**src/inc/tmi_defs.svh**
```systemverilog
`ifndef TMI_DEFS_SVH
`define TMI_DEFS_SVH

`define TMI_WORD_W        16
`define TMI_BITS_PER_WORD 16
`define TMI_BIT_POS_W     4
`define TMI_BIT_LEN_W     8
`define TMI_MEM_WORDS     17'h10000
`define TMI_COPY_OFS_BASE 16'h0000
`define TMI_ACC_RESET     16'h0000
`define TMI_FLAG_RESET    1'b0
`define TMI_CNT_ZERO      16'h0000
`define TMI_CNT_LAST      16'h0001

`endif

```
**src/inc/tmi_pkg.sv**
```systemverilog
package tmi_pkg;

    typedef enum logic [3:0] {
        TMI_OP_NOP        = 4'h0,
        TMI_OP_LOAD       = 4'h1,
        TMI_OP_LOAD_ADDR  = 4'h2,
        TMI_OP_LOAD_LABEL = 4'h3,
        TMI_OP_COPY       = 4'h4,
        TMI_OP_BIT_SET    = 4'h5,
        TMI_OP_BIT_CLEAR  = 4'h6,
        TMI_OP_FILL_CONST = 4'h7,
        TMI_OP_FILL_WORD  = 4'h8
    } tmi_op_type;

    typedef enum logic [2:0] {
        TMI_ST_IDLE  = 3'b000,
        TMI_ST_FETCH = 3'b001,
        TMI_ST_READ  = 3'b011,
        TMI_ST_WRITE = 3'b010,
        TMI_ST_DONE  = 3'b110
    } tmi_state_type;

    typedef enum logic [1:0] {
        TMI_JOB_COPY_IN  = 2'h0,
        TMI_JOB_COPY_OUT = 2'h1,
        TMI_JOB_BIT      = 2'h2,
        TMI_JOB_FILL     = 2'h3
    } tmi_job_type;

    typedef struct packed {
        tmi_state_type state;
        tmi_job_type   job;
        logic [15:0]   acc;
        logic [15:0]   stack1;
        logic [15:0]   stack2;
        logic          acc_label;
        logic          range_error;
        logic [15:0]   src;
        logic [15:0]   dst;
        logic [15:0]   remain;
        logic [15:0]   value;
        logic [3:0]    bit_pos;
        logic          set_bit;
        logic          done;
    } tmi_regs_type;

endpackage : tmi_pkg

```
**src/rtl/tmi_bit_locate.sv**
```systemverilog
`timescale 1ns/100ps
`include "tmi_defs.svh"

module tmi_bit_locate
    import tmi_pkg::*;
(
    // bit reference and table
    input  wire logic [15:0] bit_ref,
    input  wire logic [15:0] table_start,
    input  wire logic [7:0]  table_len,
    // located bit
    output logic      [15:0] word_addr,
    output logic      [3:0]  bit_pos,
    output logic             out_of_range
);

    logic [15:0] table_bits;

    always_comb begin
        table_bits   = {4'h0, table_len, 4'h0};
        bit_pos      = bit_ref[`TMI_BIT_POS_W-1:0];
        word_addr    = 16'(table_start + {4'h0, bit_ref[15:4]});
        out_of_range = (bit_ref >= table_bits);
    end

endmodule : tmi_bit_locate

```
**src/rtl/tmi_span_check.sv**
```systemverilog
`timescale 1ns/100ps
`include "tmi_defs.svh"

module tmi_span_check
    import tmi_pkg::*;
#(
    parameter logic [16:0] MEM_WORDS = `TMI_MEM_WORDS
)
(
    // span under test
    input  wire logic [15:0] start,
    input  wire logic [15:0] count,
    // verdict
    output logic             out_of_range
);

    logic [16:0] span_end;

    always_comb begin
        span_end     = {1'b0, start} + {1'b0, count};
        out_of_range = (span_end > MEM_WORDS);
    end

endmodule : tmi_span_check

```
**src/rtl/tmi_table_unit.sv**
```systemverilog
`timescale 1ns/100ps
`include "tmi_defs.svh"

// Overview of operation
// - copy word count from second stack level
// - first stack level offsets both areas
// - label in accumulator selects copy direction
// - operand gives destination; whole block copied
// - load_label_source only feeds copies into word memory
// - copy offsets start at zero, unchecked
// - copy past label area end not guarded
// - each load pushes accumulator and first level
// - bit set/clear changes exactly one bit
// - bit table length from first level, 0..FF
// - bit and fill start from accumulator
// - bit reference counts bits, sixteen per word
// - reference past table raises flag, no write
// - flag lasts until scan end or reuse
// - fill writes one value into table
// - fill count from first level, 0..FFFF
// - fill outside memory raises range flag
module tmi_table_unit
    import tmi_pkg::*;
#(
    parameter logic [16:0] MEM_WORDS = `TMI_MEM_WORDS
)
(
    // clock and reset
    input  wire logic        clock,
    input  wire logic        reset,
    // instruction stream
    input  wire logic        instr_valid,
    input  wire tmi_op_type  instr_op,
    input  wire logic [15:0] instr_operand,
    output logic             instr_ready,
    output logic             instr_done,
    // scan boundary
    input  wire logic        scan_end,
    // word memory port
    output logic      [15:0] wm_addr,
    output logic             wm_read,
    output logic             wm_write,
    output logic      [15:0] wm_wdata,
    input  wire logic [15:0] wm_rdata,
    // program memory port
    output logic      [15:0] pm_addr,
    output logic             pm_read,
    output logic             pm_write,
    output logic      [15:0] pm_wdata,
    input  wire logic [15:0] pm_rdata,
    // status
    output logic             range_error_flag,
    output logic      [15:0] acc_value,
    output logic      [15:0] stack1_value,
    output logic      [15:0] stack2_value
);

    tmi_regs_type state_reg;
    tmi_regs_type state_next;

    logic        accept;
    logic [15:0] copy_src_sum;
    logic [15:0] copy_dst_sum;
    logic [15:0] bit_word_addr;
    logic [3:0]  bit_pos;
    logic        bit_bad;
    logic        fill_bad;
    logic [15:0] bit_mask;

    tmi_bit_locate u_bit_locate (
        .bit_ref      (instr_operand),
        .table_start  (state_reg.acc),
        .table_len    (state_reg.stack1[7:0]),
        .word_addr    (bit_word_addr),
        .bit_pos      (bit_pos),
        .out_of_range (bit_bad)
    );

    tmi_span_check #(
        .MEM_WORDS (MEM_WORDS)
    ) u_span_check (
        .start        (state_reg.acc),
        .count        (state_reg.stack1),
        .out_of_range (fill_bad)
    );

    assign accept       = instr_valid && (state_reg.state == TMI_ST_IDLE);
    assign instr_ready  = (state_reg.state == TMI_ST_IDLE);
    assign instr_done   = state_reg.done;
    assign copy_src_sum = 16'(state_reg.acc + state_reg.stack1);
    assign copy_dst_sum = 16'(instr_operand + state_reg.stack1);
    assign bit_mask     = 16'h0001 << state_reg.bit_pos;

    assign range_error_flag = state_reg.range_error;
    assign acc_value        = state_reg.acc;
    assign stack1_value     = state_reg.stack1;
    assign stack2_value     = state_reg.stack2;

    always_comb begin
        state_next      = state_reg;
        state_next.done = 1'b0;
        if (scan_end) begin
            state_next.range_error = 1'b0;
        end
        unique case (state_reg.state)
            TMI_ST_IDLE: begin
                if (instr_valid) begin
                    unique case (instr_op)
                        TMI_OP_LOAD, TMI_OP_LOAD_ADDR, TMI_OP_LOAD_LABEL: begin
                            state_next.stack2    = state_reg.stack1;
                            state_next.stack1    = state_reg.acc;
                            state_next.acc       = instr_operand;
                            state_next.acc_label = (instr_op == TMI_OP_LOAD_LABEL);
                            state_next.done      = 1'b1;
                        end
                        TMI_OP_COPY: begin
                            // offsets are never range checked
                            state_next.job    = state_reg.acc_label ? TMI_JOB_COPY_IN
                                                                    : TMI_JOB_COPY_OUT;
                            state_next.remain = state_reg.stack2;
                            state_next.src    = copy_src_sum;
                            state_next.dst    = copy_dst_sum;
                            state_next.state  = (state_reg.stack2 == `TMI_CNT_ZERO) ? TMI_ST_DONE
                                                                                   : TMI_ST_READ;
                        end
                        TMI_OP_BIT_SET, TMI_OP_BIT_CLEAR: begin
                            state_next.job         = TMI_JOB_BIT;
                            state_next.range_error = bit_bad;
                            state_next.src         = bit_word_addr;
                            state_next.bit_pos     = bit_pos;
                            state_next.set_bit     = (instr_op == TMI_OP_BIT_SET);
                            state_next.state       = bit_bad ? TMI_ST_DONE : TMI_ST_READ;
                        end
                        TMI_OP_FILL_CONST, TMI_OP_FILL_WORD: begin
                            state_next.job         = TMI_JOB_FILL;
                            state_next.range_error = fill_bad;
                            state_next.dst         = state_reg.acc;
                            state_next.remain      = state_reg.stack1;
                            state_next.value       = instr_operand;
                            state_next.src         = instr_operand;
                            if (fill_bad || state_reg.stack1 == `TMI_CNT_ZERO) begin
                                state_next.state = TMI_ST_DONE;
                            end else if (instr_op == TMI_OP_FILL_WORD) begin
                                state_next.state = TMI_ST_FETCH;
                            end else begin
                                state_next.state = TMI_ST_WRITE;
                            end
                        end
                        default: begin
                            state_next.done = 1'b1;
                        end
                    endcase
                end
            end
            TMI_ST_FETCH: begin
                state_next.state = TMI_ST_READ;
            end
            TMI_ST_READ: begin
                if (state_reg.job == TMI_JOB_FILL) begin
                    state_next.value = wm_rdata;
                end
                state_next.state = TMI_ST_WRITE;
            end
            TMI_ST_WRITE: begin
                if (state_reg.job == TMI_JOB_BIT) begin
                    state_next.state = TMI_ST_DONE;
                end else begin
                    state_next.src    = 16'(state_reg.src + 16'h0001);
                    state_next.dst    = 16'(state_reg.dst + 16'h0001);
                    state_next.remain = 16'(state_reg.remain - 16'h0001);
                    if (state_reg.remain == `TMI_CNT_LAST) begin
                        state_next.state = TMI_ST_DONE;
                    end else if (state_reg.job == TMI_JOB_FILL) begin
                        state_next.state = TMI_ST_WRITE;
                    end else begin
                        state_next.state = TMI_ST_READ;
                    end
                end
            end
            TMI_ST_DONE: begin
                state_next.done  = 1'b1;
                state_next.state = TMI_ST_IDLE;
            end
            default: begin
                state_next.state = TMI_ST_IDLE;
            end
        endcase
    end

    always_comb begin
        wm_addr  = 16'h0000;
        wm_read  = 1'b0;
        wm_write = 1'b0;
        wm_wdata = 16'h0000;
        pm_addr  = 16'h0000;
        pm_read  = 1'b0;
        pm_write = 1'b0;
        pm_wdata = 16'h0000;
        unique case (state_reg.state)
            TMI_ST_FETCH: begin
                wm_read = 1'b1;
                wm_addr = state_reg.src;
            end
            TMI_ST_READ: begin
                if (state_reg.job == TMI_JOB_COPY_IN) begin
                    pm_read = 1'b1;
                    pm_addr = state_reg.src;
                end else if (state_reg.job != TMI_JOB_FILL) begin
                    wm_read = 1'b1;
                    wm_addr = state_reg.src;
                end
            end
            TMI_ST_WRITE: begin
                unique case (state_reg.job)
                    TMI_JOB_COPY_IN: begin
                        wm_write = 1'b1;
                        wm_addr  = state_reg.dst;
                        wm_wdata = pm_rdata;
                    end
                    TMI_JOB_COPY_OUT: begin
                        pm_write = 1'b1;
                        pm_addr  = state_reg.dst;
                        pm_wdata = wm_rdata;
                    end
                    TMI_JOB_BIT: begin
                        wm_write = 1'b1;
                        wm_addr  = state_reg.src;
                        wm_wdata = state_reg.set_bit ? (wm_rdata | bit_mask)
                                                     : (wm_rdata & ~bit_mask);
                    end
                    TMI_JOB_FILL: begin
                        wm_write = 1'b1;
                        wm_addr  = state_reg.dst;
                        wm_wdata = state_reg.value;
                    end
                endcase
            end
            default: begin
                wm_read = 1'b0;
            end
        endcase
    end

    always_ff @(posedge clock or posedge reset) begin
        if (reset) begin
            state_reg             <= '0;
            state_reg.state       <= TMI_ST_IDLE;
            state_reg.acc         <= `TMI_ACC_RESET;
            state_reg.range_error <= `TMI_FLAG_RESET;
        end else begin
            state_reg <= state_next;
        end
    end

    logic is_load;
    logic is_flag_op;
    assign is_load    = accept && (instr_op inside {TMI_OP_LOAD, TMI_OP_LOAD_ADDR, TMI_OP_LOAD_LABEL});
    assign is_flag_op = accept && (instr_op inside {TMI_OP_BIT_SET, TMI_OP_BIT_CLEAR,
                                                    TMI_OP_FILL_CONST, TMI_OP_FILL_WORD});
endmodule : tmi_table_unit

```
**config.mk**
```make
export PLATFORM = sky130hd
export DESIGN_NAME = tmi_table_unit
export DESIGN_NICKNAME = d
export VERILOG_FILES = /design/src/inc/tmi_pkg.sv /design/src/rtl/tmi_bit_locate.sv /design/src/rtl/tmi_span_check.sv /design/src/rtl/tmi_table_unit.sv
export VERILOG_INCLUDE_DIRS = /design/src /design/src/inc
export SDC_FILE = /design/constraint.sdc
export NUM_CORES = 1
export LEC_CHECK = 0
export BUFFER_PORTS_ARGS = -buffer_cell sky130_fd_sc_hd__buf_4
export CORE_MARGIN = 1.5
export CORE_UTILIZATION = 30
export CTS_BUF_LIST = sky130_fd_sc_hd__clkbuf_4
export DETAILED_ROUTE_END_ITERATION = 8
export SYNTH_ARGS = -nofsm -noshare
export SYNTH_HDL_FRONTEND = slang
export SYNTH_SLANG_ARGS = --single-unit
```
**constraint.sdc**
```tcl
create_clock -name clock -period 5.6 [get_ports clock]
set_input_delay 1.12 -clock clock [delete_from_list [all_inputs] [get_ports clock]]
set_output_delay 1.12 -clock clock [all_outputs]
set_load 0.05 [all_outputs]
```
# After elaboration in Yosys (flattened, before gate mapping)
# Cells that the tools add are included.
# Widths: inputs -> output; s select.
[totals]
regBits = 125
inputBits = 56
output_inout_bits = 119
elab_cells = 117
[op_classes]
n_addsub = 7
n_lt_le_gt_ge = 2
n_eq_ne = 23
n_shift = 1
mux = 46
n_bitwise = 3
n_reduce_logical = 21
[op_table]
columns = ["op", "count"]
rows = [
  ["$mux 16", 10],
  ["$pmux 16 s3", 3],
  ["$mux 125", 1],
  ["$pmux 16 s2", 3],
  ["$pmux 48 s2", 1],
  ["$pmux 32 s2", 1],
  ["$mux 49", 1],
  ["$mux 48", 1],
  ["$add 16x1->16 const B", 2],
  ["$add 16x16->16", 2],
  ["$logic_not 16->1", 2],
  ["$add 16x16->17", 1],
  ["$gt 17x17->1 const B", 1],
  ["$add 16x12->16", 1],
  ["$and 16x16->16", 1],
  ["$eq 16x1->1 const B", 1],
  ["$eq 4x3->1 const B", 4],
  ["$ge 16x12->1", 1],
  ["$not 16->16", 1],
  ["$or 16x16->16", 1],
  ["$shl 1x4->16 const A", 1],
  ["$sub 16x1->16 const B", 1],
  ["$mux 3", 5],
  ["$pmux 5 s3", 1],
  ["28 further kinds", 56],
]

# Depth between registers and ports, before layout
[depth]
word_depth = 7
ltp_mapped = 15
mapped_depth_nobuf = 13

# Cells and area by module
# Synthesis repeated with hierarchy kept, for this count alone.
[unflattened]
hier_cells = 1356
hier_area_um2 = 11322.1
[modules_own_cells]
columns = ["module", "n_inst", "cells_per_inst", "area_per_inst_um2", "seq_area_each_um2"]
rows = [
  ["tmi_table_unit", 1, 1128, 9609.2, 3128.0],
  ["tmi_span_check", 1, 111, 858.3, 0.0],
  ["tmi_bit_locate", 1, 117, 854.6, 0.0],
]

# Worst setup path after synthesis
# Ideal clock, no wire load.
[synth_timing]
path_type = "input to register"
from = "in instr_op[0]"
to = "reg state_reg[69] (netlist bit)"
setup_time_ns = 0.126
arrival_time_ns = 4.120
t_required_ns = 5.474
path_slack_ns = 1.354
stages = 15
n_path_buf = 2
path_cell_list = "clkbuf_1 -> xnor2_1 -> nor2_1 -> clkbuf_1 -> nand2_1 -> o21ai_0 -> ha_1 -> a21oi_1 -> o21a_1 -> o21ai_0 -> and3_1 -> o31a_1 -> o21ai_0 -> mux2i_1 -> a221o_1"
[synth_between]
elab_chain_len = 5
word_cells_on_any_way = 12
cone_classes = "eq/ne: 6; mux: 3; reduce/logical: 3"
[synth_lines]
columns = ["item", "line_no", "source"]
rows = [
  ["from (decl)", "tmi_table_unit.sv:33", "input wire tmi_op_type instr_op,"],
  ["$eq 4x4->1 or $eq 4x3->1 (tied branches)", "tmi_table_unit.sv:108", "unique case (instr_op)"],
  ["$reduce_or 2->1", "tmi_table_unit.sv:108", ""],
  ["$pmux 16 s3", "tmi_table_unit.sv:108", ""],
  ["$mux 125", "tmi_table_unit.sv:107", "if (instr_valid) begin"],
  ["$pmux 48 s2", "tmi_table_unit.sv:105", "unique case (state_reg.state)"],
  ["to (signal assigned)", "tmi_table_unit.sv:251", "state_reg <= state_next;"],
  ["to (decl)", "tmi_table_unit.sv:58", "tmi_regs_type state_reg;"],
]
# Parallel ways exist; a longest one is shown, timed or not. The select of a mux whose other input is x is not followed.
# A chain may end at the register's enable or synchronous reset.

# Worst setup path after layout
[layout_timing]
from = "reg state_reg[120] (netlist bit)"
to = "out wm_addr[14]"
[layout_between]
elab_chain_len = 4
word_cells_on_any_way = 9
cone_classes = "eq/ne: 3; mux: 4; reduce/logical: 2"
[layout_lines]
columns = ["item", "line_no", "source"]
rows = [
  ["$eq 2x2->1 (tied with other cells)", "tmi_table_unit.sv:214", "unique case (state_reg.job)"],
  ["$reduce_or 2->1 (no source line) or $mux 16 (tied branches)", "n/a", ""],
  ["$pmux 16 s2 or $mux 16 (tied branches)", "tmi_table_unit.sv:214, tmi_table_unit.sv:205", ""],
  ["$pmux 16 s3 (*)", "tmi_table_unit.sv:199", "unique case (state_reg.state)"],
  ["to (decl)", "tmi_table_unit.sv:40", "output logic [15:0] wm_addr,"],
]
# Every way passes the cells marked *; elsewhere a longest branch is shown, timed or not.

==> impl_results.md <==
- Synth warn: 0
- CTS Buf Count: 17
- Max VDD drop: 0.101 mV
- Top cell type's share of synthesized area: 29.6%
- Mapped Avg Cell Area: 8.33 um^2
- Fillers: 3605
- Root Buffer: clkbuf_4
- Mapped Nets: 1391
- Hpwl dp: 30.1 mm
- Cell variety after synth: 69
- Crit path required time: 4.48 ns
- Post-synth EDFFs: 0
- Period utilization: 76.8%
- Setup CP Type: flop to output port
- Mapped cell area: 10600 um^2
- Area delta synth->final: 15.2%
- I/O pin count: 175
- Switching Fraction: 30.2%
- Commonest non-fill, non-tap cells in the layout: buf_4 (187), dfrtp_1 (125), nand2_1 (116)
- Critical Path AT: 3.18 ns
- Power Dens Cells: 140 nW/um^2
- Max reg flops: 75
- DRC viols: 0
- Fin nets: 1475
- Die ar.: 36400 um^2
- Total of max-cap violations: 0
- Num Clock Sinks: 125
- Setup TNS: 0 ns
- CTS tree: built
- Post-route cell area: 12200 um^2
- Reg clk slew, reported paths: 0.12 ns
- Post-layout util: 35.1%
- Highest Clock Rate: 233 MHz
- Vias per cell: 5.84
- Reg-to-reg critical path endpoint: state_reg[124]$_DFFE_PP0P_
- Clock Tree Buf Depth: 2
- Worst slew margin: 23.9%
- Ys async rst share: 100%
- Starting density of the core: 30.5%
- Comb power frac: 10.0%
- Most common cell after layout, fill and taps aside: buf_4
- Minimum clock period: 4.30 ns
- Tightest Pin Transition: 1.13 ns
- GP Congestion: 0.922
- Layout Skew: 0.0228 ns
- Vias in the first global route: 9821
- CP Launch Type: flop
- Internal Pwr Total: 1190 uW
- Die Y: 191 um
- IO Port Bufs: 174
- Sw Pwr: 513 uW
- Post-CTS resize count: 0
- Hold path cells: 2
- Total gr overflow: 0
- Crit. End Element: output port
- First-pass GRT wire length: 61.2 mm
- Num rows: 68
- Detailed-router iteration count before antenna repair: 6
- Finished Layout Cells: 1821
- RR Startpoint: stack1_value[0]$_DFFE_PP0P_
- Critical path's most frequent cell: buf_4
- Clock share of power: 36.9%
- Core area: 34600 um^2
- Reg power frac: 53.1%
- Routed wire length: 40.6 mm
- Leak: 0.00560 uW
- R2R cell count: 10
- Cells after Synth: 1269
- HP Class: flop to flop
- Peak per-stage delay on the critical path: 0.84 ns
- DR vias: 10632
- Main flop type after synthesis: dfrtp_1
- Min-Delay Endpoint: state_reg[71]$_DFFE_PP0P_
- Die Span X: 191 um
- Top post-synthesis cells by area: dfrtp_1 (30%), ha_1 (7.5%), mux2_2 (6.9%)
- FF-to-FF setup slack: 1.82 ns
- Max FO, Critical Path: 20
- Final Hold Viols: 0
- Pin count of the biggest net entering global routing: 59
- H-tree depth: 4
- Status: finished clean
- GRT Total Usage: 22.2%
- Final worst slack: 1.30 ns
- WL/cell: 22.3 um
- Crit path cell chain: inv_1 > ha_1 > nor4bb_1 > a21oi_1 > nor2_1 > buf_4 > a22o_1 > buf_4
- 1st-iter DRT viols: 1075
- Post-synthesis register bit count: 125
- Slowest cell on the critical path: ha_1
- Final setup fails: 0
- Routed Antenna Nets: 0
- Clock latency on the worst-skew pair: 0.59 ns
- Yosys top cell by area: dfrtp_1
- Worst hold start: state_reg[71]$_DFFE_PP0P_
- DP Area: 11900 um^2
- Post-CTS Hold Fix Bufs: 0
- Share of layout cells above drive strength 1: 22.2%
- Setup Fix Bufs, Post-CTS: 0
- Post-Place Setup Slack: 1.09 ns
- Inst Count DP: 1789
- Unrepaired setup endpoints after global routing: false
- Max-slew violation count: 0
- Seq/Total Area, Yosys: 29.6%
- Initial antenna violation count: 1
cells by family (layout without fill, tap and decap cells):
| family | count (synthesis) | in the layout | share of synthesized area [%] |
|---|---|---|---|
| adders and majority gates | 66 | 66 | 8.03 |
| muxes | 77 | 77 | 8.06 |
| other | 0 | 1 | 0 |
| and+or+nand+nor | 428 | 428 | 20.0 |
| DFF | 125 | 125 | 29.6 |
| xor gates and xnor gates | 30 | 30 | 2.49 |
| buffers and inverters | 141 | 237 | 6.79 |
| AOI/OAI and AO/OA | 402 | 402 | 25.1 |
metal layers:
metal / global-route usage [%] / share of wire (%)
met1: 30.8 / 44
met2: 34.0 / 45
met3: 4.34 / 7.7
met4: 8.00 / 3.2
met5: 0 / 0
worst max-delay path, delay by kind of cell (launching register included):
kind | cells | cell delay, ns
simple gates | 2 | 0.49
fa+ha+maj | 1 | 0.84
flops | 1 | 0.43
compound gates | 2 | 0.26
buf+inv | 3 | 0.58
cell usage after synthesis (4+ instances only):
master	number
a2111oi_0	4
and2_1	9
a21oi_1	90
a221oi_1	7
a31oi_1	35
dfrtp_1	125
o22ai_1	8
nand3b_1	5
mux2_2	65
and3_1	31
nor3b_1	11
nand2b_1	16
ha_1	63
a211oi_1	4
xnor2_1	18
nand2_1	116
xor2_1	12
mux2i_1	12
o31ai_1	8
a21o_1	19
o211ai_1	7
nor2b_1	14
inv_1	19
clkbuf_1	61
buf_4	48
buf_2	5
nor3_1	33
o21a_1	6
o221ai_1	6
nand3_1	35
buf_1	7
a31o_2	4
and4_1	4
a222oi_1	17
nor2_1	113
a22o_1	42
or3_1	8
nor4_1	13
o21ai_0	109
cell type report:
type,count,area (um^2),area share (%)
clock inverter,13,119,0.977
multi-input combinational,1003,6740,55.4
inverter,19,73.8,0.606
tap,455,569,4.68
clock buffer,18,135,1.11
sequential,125,3130,25.7
antenna,1,2.50,0.0206
timing repair buffer,187,1400,11.5
per-stage QoR:
stage                     hold slack (ns)  power (uW)
after CTS                           0.509        1710
after global routing                0.533        1770
after detailed placement            0.479        1090
after global placement              0.477        1090
after floorplan                     0.451        1000
final                               0.510        1700
power groups by stage:
stage,sequential [uW],clock [uW],combinational [uW]
2_1_floorplan,920,0,80.1
3_3_place_gp,920,0,166
3_5_place_dp,920,0,167
4_1_cts,902,638,168
5_1_grt,903,686,184
6_report,902,626,171
worst max path at each step:
stage,slack (ns),from,endpoint,cells after the start
after floorplan,1.15,reset,acc_value[0]$_DFFE_PP0P_,1
after global placement,1.15,instr_op[3],state_reg[66]$_DFFE_PP0P_,15
after detailed placement,1.09,instr_op[3],state_reg[68]$_DFFE_PP0P_,15
after CTS,1.28,state_reg[120]$_DFFE_PP0P_,wm_addr[14],8
after global routing,1.14,state_reg[120]$_DFFE_PP0P_,wm_addr[2],8
final,1.30,state_reg[120]$_DFFE_PP0P_,wm_addr[14],8
No activity file was read; power rests on OpenSTA's default activity.
